--- src/rtl/rvs_map.svh ---
// Register offsets, field positions, reset values and timing constants.
`ifndef RVS_MAP_SVH
`define RVS_MAP_SVH

`define RVS_ADDR_OPTION 8'h94
`define RVS_ADDR_INTERRUPT_FLAG_REG 8'h95
`define RVS_ADDR_SOFTWARE_COMMAND 8'h97
`define RVS_ADDR_LVDCTL 8'hBF
`define RVS_ADDR_AUXILIARY_CTRL_2 8'hF7
`define RVS_ADDR_AUXILIARY_CTRL_1 8'hF8

`define RVS_BIT_WDT_PSC_HI 5
`define RVS_BIT_WDT_PSC_LO 4
`define RVS_BIT_DET_FLAG 7
`define RVS_BIT_DET_IE 7
`define RVS_BIT_DET_RES 6
`define RVS_BIT_DET_SEL_HI 3
`define RVS_BIT_DET_SEL_LO 1
`define RVS_BIT_PULL_EN 0
`define RVS_BIT_WATCHDOG_RESET_CONTROL_HI 7
`define RVS_BIT_WATCHDOG_RESET_CONTROL_LO 6
`define RVS_BIT_POWER_SAVING_BIT 5
`define RVS_BIT_WDT_CLR 7
`define RVS_BIT_UVR_DIS 3
`define RVS_BIT_CFG_PIN_DIS 6
`define RVS_BIT_CFG_UVR_HI 5
`define RVS_BIT_CFG_UVR_LO 3

`define RVS_CMD_SW_RESET 8'h56
`define RVS_CMD_DET_CLEAR 8'h7F
`define RVS_BYTE_ZERO 8'h00

`define RVS_CFG_FIRST_ADDR 16'h7FFA
`define RVS_CFG_HIGH_ADDR 16'h7FFF
`define RVS_CFG_BYTES 3'h6

`define RVS_CLK_MHZ 200
`define RVS_WARMUP_MS 40
`define RVS_SRC_HZ 80000
`define RVS_WDT_MAX_MS 400
`define RVS_PIN_LOW_TICKS 2'h2
`define RVS_HOLD_CYCLES 16

`endif

--- src/rtl/rvs_pkg.sv ---
// Types shared by the reset and voltage supervisor.
package rvs_pkg;

  typedef enum logic [3:0] {
    RVS_WARM = 4'b0001,
    RVS_LOAD = 4'b0010,
    RVS_RUN = 4'b0100,
    RVS_HOLD = 4'b1000
  } rvs_state_t;

  typedef enum logic [2:0] {
    RVS_FAST = 3'h0,
    RVS_SLOW = 3'h1,
    RVS_IDLE = 3'h2,
    RVS_HALT = 3'h3,
    RVS_STOP = 3'h4
  } rvs_mode_t;

  typedef struct packed {
    logic [7:0] addr;
    logic wr;
    logic rd;
    logic [7:0] wdata;
  } rvs_sfr_req_t;

  typedef struct packed {
    logic uv_reset_enable;
    logic por_only;
    logic detector_enable;
    logic [2:0] uv_reset_level;
    logic [2:0] detect_level;
  } rvs_uv_ctrl_t;

endpackage : rvs_pkg

--- src/rtl/rvs_top.sv ---
// Reset sequencer, watchdog and undervoltage supervision for the core.
//
// Behaviour
// - Power-saving bit set turns undervoltage reset off in idle, halt, stop.
// - Reset-disable bit 0 enables undervoltage reset; 1 disables it always.
// - Config 3-bit level picks eight undervoltage reset trip points.
// - Detect select field picks one of eight detector thresholds.
// - Detect interrupt needs both local and extended enables set.
// - Detector comparison result is readable in the detect control register.
// - Hardware sets detect flag; writing 7Fh to flag register clears it.
// - Pull supply enable clears only on divided-by-16 or slow clock.
// - After power-on the device holds reset for 40 ms warm-up.
// - After warm-up, config word loads from last six program bytes.
// - Pin reset is active low, recognised after two slow oscillator periods.
// - Config pin reset bit 0 honours pin reset; 1 ignores it.
// - Writing 56h to the software command register resets the device.
// - Every reset source returns all registers to their defaults.
// - Watchdog counts slow internal oscillator periods, not system clock.
// - Watchdog period field selects 400, 200, 100 or 50 ms.
// - Watchdog control: 0x off, 10 fast/slow only, 11 always.
// - Watchdog counter clears on any reset and on the clear bit.
// - Hardware returns the watchdog clear bit to zero next cycle.
`include "rvs_map.svh"
`timescale 1ns/1ps
`default_nettype none

module rvs_top
  import rvs_pkg::*;
#(
  parameter int WARMUP_CYCLES = `RVS_WARMUP_MS * 1000 * `RVS_CLK_MHZ,
  parameter int WDT_MAX_TICKS = `RVS_WDT_MAX_MS * (`RVS_SRC_HZ / 1000)
) (
  input wire logic clk,
  input wire logic arst_n,
  input wire rvs_sfr_req_t sfr_req,
  output logic [7:0] sfr_rdata,
  output logic [15:0] flash_addr,
  output logic flash_rd,
  input wire logic [7:0] flash_rdata,
  input wire logic pin_reset_n,
  input wire logic slow_internal_oscillator,
  input wire logic uv_reset_below,
  input wire logic detect_below,
  input wire rvs_mode_t power_mode,
  input wire logic sysclk_slow_ok,
  input wire logic extended_detect_irq_enable,
  output logic sys_rst_n,
  output logic detect_irq,
  output logic internal_pull_supply_enable,
  output rvs_uv_ctrl_t uv_ctrl,
  output logic [7:0] config_word_high
);

  rvs_state_t state_r;
  logic [31:0] seq_cnt_r;
  logic [2:0] load_cnt_r;
  logic load_rd_r;
  logic [15:0] load_addr_r;
  logic [3:0] s1_r;
  logic [3:0] s2_r;
  logic src_prev_r;
  logic det_prev_r;
  logic src_tick;
  logic pin_low;
  logic uvr_low_v;
  logic det_out;
  logic soft_rst;
  logic [1:0] pin_cnt_r;
  logic pin_rst;
  logic [1:0] wdt_psc_r;
  logic [1:0] wdt_ctl_r;
  logic power_saving_bit_r;
  logic wdt_clr_r;
  logic uvr_dis_r;
  logic det_ie_r;
  logic [2:0] det_sel_r;
  logic det_flag_r;
  logic det_set;
  logic run_mode;
  logic low_mode;
  logic deep_mode;
  logic wdt_en;
  logic [31:0] wdt_cnt_r;
  logic [31:0] wdt_limit;
  logic wdt_rst;
  logic uvr_rst;
  logic sw_rst;
  logic any_rst;
  logic uvr_on;
  logic wr_option;
  logic wr_interrupt_flag_reg;
  logic wr_lvd;
  logic wr_auxiliary_ctrl_2;
  logic wr_auxiliary_ctrl_1;

  // Two-stage synchronisers for pin, oscillator and comparator inputs.
  always_ff @(posedge clk or negedge arst_n) begin
    if (!arst_n) begin
      s1_r <= 4'hF;
      s2_r <= 4'hF;
    end else begin
      s1_r <= {pin_reset_n, slow_internal_oscillator, uv_reset_below,
               detect_below};
      s2_r <= s1_r;
    end
  end

  assign pin_low = !s2_r[3];
  assign uvr_low_v = s2_r[1];
  assign det_out = s2_r[0];

  always_ff @(posedge clk or negedge arst_n) begin
    if (!arst_n) begin
      src_prev_r <= 1'b1;
      det_prev_r <= 1'b0;
    end else begin
      src_prev_r <= s2_r[2];
      det_prev_r <= det_out;
    end
  end

  assign src_tick = s2_r[2] && !src_prev_r;
  assign soft_rst = (state_r == RVS_HOLD);

  assign wr_option = sfr_req.wr && sfr_req.addr == `RVS_ADDR_OPTION;
  assign wr_interrupt_flag_reg = sfr_req.wr && sfr_req.addr == `RVS_ADDR_INTERRUPT_FLAG_REG;
  assign wr_lvd = sfr_req.wr && sfr_req.addr == `RVS_ADDR_LVDCTL;
  assign wr_auxiliary_ctrl_2 = sfr_req.wr && sfr_req.addr == `RVS_ADDR_AUXILIARY_CTRL_2;
  assign wr_auxiliary_ctrl_1 = sfr_req.wr && sfr_req.addr == `RVS_ADDR_AUXILIARY_CTRL_1;
  assign sw_rst = sfr_req.wr && sfr_req.addr == `RVS_ADDR_SOFTWARE_COMMAND &&
                  sfr_req.wdata == `RVS_CMD_SW_RESET;

  assign run_mode = (power_mode == RVS_FAST) || (power_mode == RVS_SLOW);
  assign deep_mode = (power_mode == RVS_HALT) || (power_mode == RVS_STOP);
  assign low_mode = !run_mode;

  // Sequencer: warm-up, configuration load, run, reset hold.
  always_ff @(posedge clk or negedge arst_n) begin
    if (!arst_n) begin
      state_r <= RVS_WARM;
      seq_cnt_r <= 32'h0;
    end else begin
      case (state_r)
        RVS_WARM: begin
          if (seq_cnt_r >= WARMUP_CYCLES - 1) begin
            state_r <= RVS_LOAD;
            seq_cnt_r <= 32'h0;
          end else begin
            seq_cnt_r <= seq_cnt_r + 32'h1;
          end
        end
        RVS_LOAD: begin
          if (load_cnt_r == `RVS_CFG_BYTES && !load_rd_r) begin
            state_r <= RVS_RUN;
          end
        end
        RVS_RUN: begin
          if (any_rst) begin
            state_r <= RVS_HOLD;
            seq_cnt_r <= 32'h0;
          end
        end
        RVS_HOLD: begin
          if (seq_cnt_r >= `RVS_HOLD_CYCLES - 1) begin
            state_r <= RVS_LOAD;
            seq_cnt_r <= 32'h0;
          end else begin
            seq_cnt_r <= seq_cnt_r + 32'h1;
          end
        end
        default: begin
          state_r <= RVS_WARM;
          seq_cnt_r <= 32'h0;
        end
      endcase
    end
  end

  assign any_rst = pin_rst || sw_rst || wdt_rst || uvr_rst;

  always_ff @(posedge clk or negedge arst_n) begin
    if (!arst_n) begin
      sys_rst_n <= 1'b0;
    end else begin
      sys_rst_n <= (state_r == RVS_RUN) && !any_rst;
    end
  end

  // Configuration read: six consecutive bytes, data sampled in the same cycle as the read.
  always_ff @(posedge clk or negedge arst_n) begin
    if (!arst_n) begin
      load_cnt_r <= 3'h0;
      load_rd_r <= 1'b0;
      load_addr_r <= `RVS_CFG_FIRST_ADDR;
      config_word_high <= `RVS_BYTE_ZERO;
    end else begin
      load_rd_r <= (state_r == RVS_LOAD) && load_cnt_r < `RVS_CFG_BYTES;
      if (state_r != RVS_LOAD) begin
        load_cnt_r <= 3'h0;
      end else if (load_cnt_r < `RVS_CFG_BYTES) begin
        load_cnt_r <= load_cnt_r + 3'h1;
      end
      load_addr_r <= `RVS_CFG_FIRST_ADDR + {13'h0, load_cnt_r};
      if (load_rd_r && load_addr_r == `RVS_CFG_HIGH_ADDR) begin
        config_word_high <= flash_rdata;
      end
    end
  end

  assign flash_rd = load_rd_r;
  assign flash_addr = load_addr_r;

  // Pin reset needs two slow oscillator edges seen while low.
  always_ff @(posedge clk or negedge arst_n) begin
    if (!arst_n) begin
      pin_cnt_r <= 2'h0;
    end else if (!pin_low) begin
      pin_cnt_r <= 2'h0;
    end else if (src_tick && pin_cnt_r != `RVS_PIN_LOW_TICKS) begin
      pin_cnt_r <= pin_cnt_r + 2'h1;
    end
  end

  // The count clears one cycle after the pin rises, so gate on the level too.
  assign pin_rst = pin_cnt_r == `RVS_PIN_LOW_TICKS && pin_low &&
                   !config_word_high[`RVS_BIT_CFG_PIN_DIS];

  // Control registers; an internal reset returns them to defaults.
  always_ff @(posedge clk or negedge arst_n) begin
    if (!arst_n) begin
      wdt_psc_r <= 2'h0;
    end else if (soft_rst) begin
      wdt_psc_r <= 2'h0;
    end else if (wr_option) begin
      wdt_psc_r <= sfr_req.wdata[`RVS_BIT_WDT_PSC_HI:`RVS_BIT_WDT_PSC_LO];
    end
  end

  always_ff @(posedge clk or negedge arst_n) begin
    if (!arst_n) begin
      wdt_ctl_r <= 2'h0;
      power_saving_bit_r <= 1'b0;
    end else if (soft_rst) begin
      wdt_ctl_r <= 2'h0;
      power_saving_bit_r <= 1'b0;
    end else if (wr_auxiliary_ctrl_2) begin
      wdt_ctl_r <= sfr_req.wdata[`RVS_BIT_WATCHDOG_RESET_CONTROL_HI:`RVS_BIT_WATCHDOG_RESET_CONTROL_LO];
      power_saving_bit_r <= sfr_req.wdata[`RVS_BIT_POWER_SAVING_BIT];
    end
  end

  always_ff @(posedge clk or negedge arst_n) begin
    if (!arst_n) begin
      wdt_clr_r <= 1'b0;
      uvr_dis_r <= 1'b0;
    end else if (soft_rst) begin
      wdt_clr_r <= 1'b0;
      uvr_dis_r <= 1'b0;
    end else begin
      wdt_clr_r <= wr_auxiliary_ctrl_1 && sfr_req.wdata[`RVS_BIT_WDT_CLR];
      if (wr_auxiliary_ctrl_1) begin
        uvr_dis_r <= sfr_req.wdata[`RVS_BIT_UVR_DIS];
      end
    end
  end

  always_ff @(posedge clk or negedge arst_n) begin
    if (!arst_n) begin
      det_ie_r <= 1'b0;
      det_sel_r <= 3'h0;
      internal_pull_supply_enable <= 1'b0;
    end else if (soft_rst) begin
      det_ie_r <= 1'b0;
      det_sel_r <= 3'h0;
      internal_pull_supply_enable <= 1'b0;
    end else if (wr_lvd) begin
      det_ie_r <= sfr_req.wdata[`RVS_BIT_DET_IE];
      det_sel_r <= sfr_req.wdata[`RVS_BIT_DET_SEL_HI:`RVS_BIT_DET_SEL_LO];
      if (sfr_req.wdata[`RVS_BIT_PULL_EN] || sysclk_slow_ok) begin
        internal_pull_supply_enable <= sfr_req.wdata[`RVS_BIT_PULL_EN];
      end
    end
  end

  // Detect flag: a new detection in the clearing cycle keeps the flag.
  assign det_set = det_out && !det_prev_r && uv_ctrl.detector_enable;

  always_ff @(posedge clk or negedge arst_n) begin
    if (!arst_n) begin
      det_flag_r <= 1'b0;
    end else if (soft_rst) begin
      det_flag_r <= 1'b0;
    end else if (det_set) begin
      det_flag_r <= 1'b1;
    end else if (wr_interrupt_flag_reg && sfr_req.wdata == `RVS_CMD_DET_CLEAR) begin
      det_flag_r <= 1'b0;
    end
  end

  always_ff @(posedge clk or negedge arst_n) begin
    if (!arst_n) begin
      detect_irq <= 1'b0;
    end else begin
      detect_irq <= det_flag_r && det_ie_r &&
                    extended_detect_irq_enable;
    end
  end

  // Watchdog runs on slow oscillator edges; period halves per select step.
  assign wdt_en = wdt_ctl_r[1] && (wdt_ctl_r[0] || run_mode);
  assign wdt_limit = WDT_MAX_TICKS >> wdt_psc_r;

  always_ff @(posedge clk or negedge arst_n) begin
    if (!arst_n) begin
      wdt_cnt_r <= 32'h0;
    end else if (soft_rst || wdt_clr_r || !wdt_en) begin
      wdt_cnt_r <= 32'h0;
    end else if (src_tick) begin
      wdt_cnt_r <= wdt_cnt_r + 32'h1;
    end
  end

  assign wdt_rst = wdt_en && wdt_cnt_r >= wdt_limit;

  // Undervoltage reset and detector enables by mode.
  assign uvr_on = !uvr_dis_r && !(power_saving_bit_r && low_mode);
  assign uvr_rst = uv_ctrl.uv_reset_enable && uvr_low_v;

  always_ff @(posedge clk or negedge arst_n) begin
    if (!arst_n) begin
      uv_ctrl <= '0;
    end else begin
      uv_ctrl.uv_reset_enable <= uvr_on;
      uv_ctrl.por_only <= !uvr_on && !deep_mode;
      uv_ctrl.detector_enable <= uvr_on || !deep_mode;
      uv_ctrl.uv_reset_level <=
        config_word_high[`RVS_BIT_CFG_UVR_HI:`RVS_BIT_CFG_UVR_LO];
      uv_ctrl.detect_level <= det_sel_r;
    end
  end

  // Read data appears the cycle after the read strobe.
  always_ff @(posedge clk or negedge arst_n) begin
    if (!arst_n) begin
      sfr_rdata <= `RVS_BYTE_ZERO;
    end else if (sfr_req.rd) begin
      case (sfr_req.addr)
        `RVS_ADDR_OPTION: sfr_rdata <= {2'h0, wdt_psc_r, 4'h0};
        `RVS_ADDR_INTERRUPT_FLAG_REG: sfr_rdata <= {det_flag_r, 7'h0};
        `RVS_ADDR_LVDCTL: sfr_rdata <= {det_ie_r, det_out, 2'h0, det_sel_r,
                                        internal_pull_supply_enable};
        `RVS_ADDR_AUXILIARY_CTRL_2: sfr_rdata <= {wdt_ctl_r, power_saving_bit_r, 5'h0};
        `RVS_ADDR_AUXILIARY_CTRL_1: sfr_rdata <= {wdt_clr_r, 3'h0, uvr_dis_r, 3'h0};
        default: sfr_rdata <= `RVS_BYTE_ZERO;
      endcase
    end
  end
endmodule : rvs_top

`default_nettype wire

--- config.mk ---
export PLATFORM = sky130hd
export DESIGN_NAME = rvs_top
export DESIGN_NICKNAME = d
export VERILOG_FILES = /design/src/rtl/rvs_pkg.sv /design/src/rtl/rvs_top.sv
export VERILOG_INCLUDE_DIRS = /design/src /design/src/rtl
export SDC_FILE = /design/constraint.sdc
export NUM_CORES = 1
export LEC_CHECK = 0
export BUFFER_PORTS_ARGS = -buffer_cell sky130_fd_sc_hd__buf_2
export CORE_MARGIN = 2
export CORE_UTILIZATION = 35
export CTS_CLUSTER_SIZE = 12
export DETAILED_ROUTE_END_ITERATION = 10
export PLACE_DENSITY = 0.57
export SYNTH_ARGS = -nofsm -noshare
export SYNTH_HDL_FRONTEND = slang
export SYNTH_SLANG_ARGS = --single-unit
--- constraint.sdc ---
create_clock -name clk -period 3.1 [get_ports clk]
set_clock_uncertainty 0.1 [all_clocks]
set_input_delay 0.155 -clock clk [delete_from_list [all_inputs] [get_ports clk]]
set_output_delay 0.155 -clock clk [all_outputs]
set_load 0.03 [all_outputs]
== Word-level counts from Yosys, hierarchy flattened ==
Cells that the tools add are included.

* Register bits: 140
* Input bits: 37
* Output and inout port bits: 45
* Word-level logic and storage cells: 161

* Add/subtract/negate cells: 5
* Magnitude comparators: 4
* Equality and inequality tests: 24
* Shift operators: 1
* Multiplexer cells: 35
* Bitwise logic cells: 1
* Reduce and logical (&&, ||, !) cells: 62

{| class="wikitable"
|+ Operators with widths
! cell !! count
|-
| 2-to-1 mux 32 bit || 5
|-
| one-hot mux 32 bit (4 select lines) || 1
|-
| adder 32 x 1 -> 32 bit, second input constant || 2
|-
| == test 8 bit, second input constant || 6
|-
| one-hot mux 8 bit (5 select lines) || 1
|-
| >= comparator 32 x 23 -> 1 bit, second input constant || 1
|-
| >= comparator 32 bit || 1
|-
| >= comparator 32 x 4 -> 1 bit, second input constant || 1
|-
| >> shifter 15 x 2 -> 32 bit, first input constant || 1
|-
| logical AND 1 bit || 27
|-
| adder 15 x 3 -> 16 bit, first input constant || 1
|-
| == test 16 x 15 -> 1 bit, second input constant || 1
|-
| == test 8 x 7 -> 1 bit, second input constant || 2
|-
| 2-to-1 mux 4 bit || 4
|-
| one-hot mux 4 bit (4 select lines) || 1
|-
| nonzero test 2 bit || 8
|-
| 2-to-1 mux 1 bit || 13
|-
| logical NOT 1 bit || 12
|-
| 2-to-1 mux 2 bit || 6
|-
| 2-to-1 mux 3 bit || 4
|-
| logical OR 1 bit || 10
|-
| inequality test 2 bit, second input constant || 4
|-
| == test 3 bit, second input constant || 2
|-
| == test 4 x 1 -> 1 bit, second input constant || 1
|-
| other kinds (16) || 17
|}

== Logic depth before layout (Yosys ltp) ==
* Word-level depth: 9
* Mapped depth: 10
* Depth with buffers taken out: 9

== Worst setup path after synthesis ==
OpenSTA, ideal clock, no wires.

* Path type: flip-flop to flip-flop
* From: register wdt_psc_r[1]
* To: register seq_cnt_r[14]
* Setup time: 0.118 ns
* Data arrival time: 2.210 ns
* Data required time: 2.882 ns
* Slack: 0.672 ns
* Cell stages (with the launch flop): 10
* Period minus slack after synthesis: 2.428 ns
* Cells stage by stage: dfrtp_1 -> or2_2 -> ha_1 -> nand2b_1 -> a2111oi_0 -> nor2_1 -> a21oi_1 -> o21ai_2 -> buf_4 -> a21o_1

* Word-level cells in the longest chain between the ends: 7

{| class="wikitable"
|+ Ends and longest elaborated chain
! what !! line !! source
|-
| start, declared || rvs_top.sv:70 || <nowiki>logic [1:0] wdt_psc_r;</nowiki>
|-
| start signal, assigned || rvs_top.sv:235 || <nowiki>wdt_psc_r <= sfr_req.wdata[`RVS_BIT_WDT_PSC_HI:`RVS_BIT_WDT_PSC_LO];</nowiki>
|-
| >> shifter 15 x 2 -> 32 bit || rvs_top.sv:311 || <nowiki>assign wdt_limit = WDT_MAX_TICKS >> wdt_psc_r;</nowiki>
|-
| >= comparator 32 bit || rvs_top.sv:323 || <nowiki>assign wdt_rst = wdt_en && wdt_cnt_r >= wdt_limit;</nowiki>
|-
| logical AND 1 bit || rvs_top.sv:323 ||
|-
| logical OR 1 bit (2 in a row) || rvs_top.sv:179 || <nowiki>assign any_rst = pin_rst || sw_rst || wdt_rst || uvr_rst;</nowiki>
|-
| inequality test 2 bit (no line) || n/a ||
|-
| AND reduction 2 bit (no line) || n/a ||
|-
| end signal, assigned || rvs_top.sv:149 || <nowiki>seq_cnt_r <= seq_cnt_r + 32'h1;</nowiki>
|-
| end signal, assigned || rvs_top.sv:168 || <nowiki>seq_cnt_r <= seq_cnt_r + 32'h1;</nowiki>
|-
| end, declared || rvs_top.sv:55 || <nowiki>logic [31:0] seq_cnt_r;</nowiki>
|}

No other way between the ends.
A chain may end at the register's enable or synchronous reset.

== Worst setup path in the final report ==
* From: register wdt_psc_r[1]
* To: register seq_cnt_r[23]

Same word-level chain as after synthesis.

==> results.md <==
| Stage | Parameter | Value |
|:---|:---|:---|
| worst setup path | Reg-to-reg critical path startpoint | wdt_psc_r[1]$_DFFE_PN0P_ |
| worst setup path | Critical path arrival | 3040 ps |
| synthesis | Syn. warnings | 0 |
| grt | Number of global-route vias before repair | 4850 |
| placed design | Port Buffer Count | 81 |
| job | Max-capacitance violation count | 0 |
| cts | Clock-pin slew of the registers on the worst-case setup and hold paths | 60 ps |
| worst setup path | Buf/Inv on CP | 1 |
| cts | # H-tree levels | 4 |
| synthesis | #FFs+latches synth | 129 |
| drt | First DRT Iteration DRCs | 244 |
| cts | Total number of clock tree sinks | 129 |
| pwr | Power per Cell Area | 496 nW/um^2 |
| drt | Average wire per cell in the routed design | 14.6 um |
| worst setup path | R2r worst-path depth | 9 |
| sta | Max Transition Viols Final | 0 |
| worst setup path | Worst Path Required | 3300 ps |
| placed design | Final GP Congestion | 0.838 |
| worst setup path | Slack of the worst reg-to-reg path | 260 ps |
| synthesis | Synth Cell Area | 6260 um^2 |
| floorplan | DIE AREA | 19000 um^2 |
| synthesis | Top cells by area in the synthesized netlist | sky130_fd_sc_hd__dfrtp_1 (47%), sky130_fd_sc_hd__dfstp_2 (5.0%), sky130_fd_sc_hd__nand2_1 (4.0%), sky130_fd_sc_hd__nor2_1 (3.7%), sky130_fd_sc_hd__a21oi_1 (3.4%) |
| floorplan | Die Ht | 138 um |
| drt | Total detailed-routing wirelength | 14400 um |
| worst setup path | Crit path cell chain | or2_2 -> ha_1 -> nand2b_1 -> a2111oi_0 -> nor2_1 -> a21oi_1 -> o21ai_2 -> buf_12 -> o22a_1 |
| worst setup path | Reg-to-Reg End | seq_cnt_r[23]$_DFFE_PN0P_ |
| cts | Clock buffer count from CTS | 17 |
| floorplan | Floorplan die width | 138 um |
| worst setup path | CP max-delay cell | sky130_fd_sc_hd__dfrtp_1 |
| sta | Post-Route Setup TNS | 0 ps |
| layout | FF+latch area | 3240 um^2 |
| worst hold path | Worst hold stages | 4 |
| sta | Maximum operating frequency | 0.352 GHz |
| cts | TritonCTS clock tree | done |
| layout | Nets@finish | 798 |
| grt | Global-route total usage across every layer | 16.2% |
| cts | Buffer type at the clock tree root | sky130_fd_sc_hd__clkbuf_16 |
| synthesis | Cell taking the most area after synthesis | sky130_fd_sc_hd__dfrtp_1 |
| worst setup path | Largest delay contributor family on the critical path | compound AO/OA/AOI/OAI gates |
| synthesis | Count of distinct cell types in the synthesized netlist | 60 |
| cts | Number of buffers added for setup after CTS | 0 |
| layout | Share of final-layout standard cells stronger than drive strength 1 | 21.2% |
| layout | Total area of multi-input combinational cells | 2760 um^2 |
| sta | Share of the clock period used by the worst path after layout | 91.6% |
| worst hold path | Worst hold endpoint | wdt_clr_r$_DFF_PN0_ |
| pwr | Total leakage power | 3.58 nW |
| placed design | Half-perimeter wire length after placement | 10200 um |
| synthesis | Proportion of synthesized flip-flops having asynchronous set or reset | 100% |
| outcome | Outcome | finished, final reports clean |
| sta | Minimum clock period after layout | 2840 ps |
| synthesis | Synthesized netlist net count | 687 |
| synthesis | EDFF count, synth | 0 |
| worst setup path | Element type at the critical path end | flip-flop |
| worst hold path | HP Start | sfr_req[12] |
| cts | Clock latency at the later pin of the worst-skew pair | 420 ps |
| sta | RSZ-0062 raised after global routing | false |
| grt | Initial antenna violation count | 0 |
| pwr | Largest voltage drop on the vdd net | 0.376 mV |
| layout | Syn-to-layout area delta | 24.0% |
| worst setup path | Kind of start point of the critical path | flip-flop |
| drt | Vias after detailed routing | 5049 |
| synthesis | Commonest cells post-synth | sky130_fd_sc_hd__dfrtp_1 (117), sky130_fd_sc_hd__nand2_1 (67), sky130_fd_sc_hd__nor2_1 (61) |
| floorplan | Site Rows | 48 |
| sta | Transition time of the tightest slew-check pin | 729 ps |
| sta | Setup-failing EPs final | 0 |
| grt | Pin count of the biggest net entering global routing | 57 |
| drt | Vias per std cell | 5.13 |
| sta | Headroom to the max-slew limit | 50.8% |
| grt | First-pass GRT wire length | 23800 um |
| layout | Filler cells | 1678 |
| floorplan | CORE AREA | 17400 um^2 |
| drt | Number of routed nets with antenna violations | 0 |
| synthesis | Proportion of synthesized chip area in sequential cells | 51.8% |
| placed design | Post-DP Area | 6870 um^2 |
| worst setup path | Classification of the worst setup path | reg2reg |
| sta | Number of hold violations in the final report | 0 |
| worst setup path | Worst-path maximum fanout | 14 |
| sta | Hold Slack | 54.9 ps |
| synthesis | Post-synthesis area per instance | 9.86 um^2 |
| floorplan | Starting Density | 35.9% |
| synthesis | Leading register cell type out of synthesis | sky130_fd_sc_hd__dfrtp_1 |
| layout | Inserted Diodes | 0 |
| grt | Leftover overflow at the end of global routing | 0 |
| worst setup path | Max stage delay on crit path | 430 ps |
| worst hold path | Path class of the lowest-slack min-delay path | in2reg |
| synthesis | Most used standard cell by instance count after synthesis | sky130_fd_sc_hd__dfrtp_1 |
| synthesis | Share of the synthesized area in the top cell type | 46.8% |
| drt | Detailed-route DRC error count | 0 |
| floorplan | Number of top-level pins | 82 |
| layout | Final Cell Area | 7760 um^2 |
| drt | Drt pass-1 iters | 4 |
| cts | Maximum buffer depth of the clock tree | 2 |
| synthesis | Gate Count Post-Synth | 635 |
[cell usage in the layout, fill, tap and decap left out, types with 3 or more instances in the layout]
cell                            synthesis  final
sky130_fd_sc_hd__dfrtp_1              117    117
sky130_fd_sc_hd__buf_2                  1     80
sky130_fd_sc_hd__nand2_1               67     67
sky130_fd_sc_hd__nor2_1                61     61
sky130_fd_sc_hd__a21oi_1               43     43
sky130_fd_sc_hd__nand3_1               31     31
sky130_fd_sc_hd__dlygate4sd3_1          0     31
sky130_fd_sc_hd__inv_1                 24     24
sky130_fd_sc_hd__o21ai_0               21     21
sky130_fd_sc_hd__nand4_1               20     20
sky130_fd_sc_hd__xor2_1                20     20
sky130_fd_sc_hd__a21o_1                20     20
sky130_fd_sc_hd__clkbuf_16              0     17
sky130_fd_sc_hd__nor3_1                16     16
sky130_fd_sc_hd__ha_1                  15     15
sky130_fd_sc_hd__or3_1                 14     14
sky130_fd_sc_hd__dfstp_2               12     12
sky130_fd_sc_hd__nor4_1                11     11
sky130_fd_sc_hd__and3_1                11     11
sky130_fd_sc_hd__xnor2_1               11     11
sky130_fd_sc_hd__or2_2                 10     10
sky130_fd_sc_hd__mux2_2                 8      8
sky130_fd_sc_hd__nor2b_1                7      7
sky130_fd_sc_hd__buf_4                 14      7
sky130_fd_sc_hd__nand2b_1               6      6
sky130_fd_sc_hd__a22oi_1                5      5
sky130_fd_sc_hd__o22ai_1                5      5
sky130_fd_sc_hd__and2_1                 4      4
sky130_fd_sc_hd__or4_1                  4      4
sky130_fd_sc_hd__mux2i_1                4      4
sky130_fd_sc_hd__clkinv_4               0      4
sky130_fd_sc_hd__inv_6                  0      4
sky130_fd_sc_hd__o21ai_1                3      3
sky130_fd_sc_hd__nand3b_1               3      3
sky130_fd_sc_hd__clkinvlp_4             0      3
[how the worst max path moves through the flow]
stage | from | to | depth (start not counted)
floorplan | wdt_psc_r[1]$_DFFE_PN0P_ | seq_cnt_r[14]$_DFFE_PN0P_ | 9
CTS | wdt_psc_r[1]$_DFFE_PN0P_ | seq_cnt_r[23]$_DFFE_PN0P_ | 9
global route | wdt_psc_r[1]$_DFFE_PN0P_ | seq_cnt_r[23]$_DFFE_PN0P_ | 9
global placement | wdt_psc_r[1]$_DFFE_PN0P_ | seq_cnt_r[23]$_DFFE_PN0P_ | 9
detailed placement | wdt_psc_r[1]$_DFFE_PN0P_ | seq_cnt_r[23]$_DFFE_PN0P_ | 9
finish | wdt_psc_r[1]$_DFFE_PN0P_ | seq_cnt_r[23]$_DFFE_PN0P_ | 9
[sequential cells by signal, summed over array words and instances, names as in the netlist, 2 cells and up]
signal            count
load_cnt_r            3
flash_addr            5
s2_r                  4
det_sel_r             3
wdt_ctl_r             2
wdt_psc_r             2
state_r               4
config_word_high      8
uv_ctrl               9
wdt_cnt_r            32
s1_r                  4
seq_cnt_r            32
sfr_rdata             8
pin_cnt_r             2
[per-stage QoR]
stage	util (%)	cells	power, mW	worst slack, ps
2_1_floorplan	-	635	1.79	672
3_3_place_gp	39.4	921	1.87	303
3_5_place_dp	39.4	921	1.88	275
4_1_cts	44.6	984	3.90	260
5_1_grt	44.6	984	4.00	36.2
6_report	44.6	984	3.85	260
[what timing repair did]
item	CTS	global route
hold buffers	31	0
gates resized for setup	0	0
endpoints found under the hold margin	74	0
[worst register-to-register path, stage by stage, from the launching register on]
cell	delay, ps
sky130_fd_sc_hd__dfrtp_1	430
sky130_fd_sc_hd__or2_2	310
sky130_fd_sc_hd__ha_1	300
sky130_fd_sc_hd__nand2b_1	100
sky130_fd_sc_hd__a2111oi_0	390
sky130_fd_sc_hd__nor2_1	110
sky130_fd_sc_hd__a21oi_1	300
sky130_fd_sc_hd__o21ai_2	260
sky130_fd_sc_hd__buf_12	240
sky130_fd_sc_hd__o22a_1	190
[cell type report]
class	instances	area share, %
Clock buffer	18	5.53
Clock inverter	14	2.03
Inverter	25	1.21
Multi-Input combinational cell	453	35.5
Sequential cell	129	41.8
Tap cell	225	3.63
Timing Repair Buffer	120	10.3
[where the power goes]
part | total [mW] | internal [mW] | leakage (nW) | switching (mW)
sequential | 1.72 | 1.71 | 1.73 | 0.0126
clock | 1.97 | 1.19 | 0.278 | 0.778
combinational | 0.154 | 0.0639 | 1.57 | 0.0904
total | 3.85 | 2.97 | 3.58 | 0.881
[routing by layer]
layer  wire length, um  part of all wire [%]  vias to the layer above  track usage, %
met3               409                   2.8                       14            3.72
met1              6690                    47                     2506            20.8
li1                  -                     -                     2461               -
met4               177                   1.2                        0            5.84
met2              7110                    49                       68            26.7
met5                 0                     0                        -               0
[logic make-up (layout without fill, tap and decap cells)]
logic type	Yosys count	count (layout)	share of synthesized area (%)
AO/OA/AOI/OAI	115	115	11.5
XOR/XNOR	31	31	4.34
adder cells (fa/ha/maj)	15	15	3.00
buffers and inverters	53	177	4.16
flip-flops	129	129	51.8
multiplexers	12	12	2.08
AND/OR/NAND/NOR	280	280	23.1
Note: power is estimated with default switching activity, not from simulation.
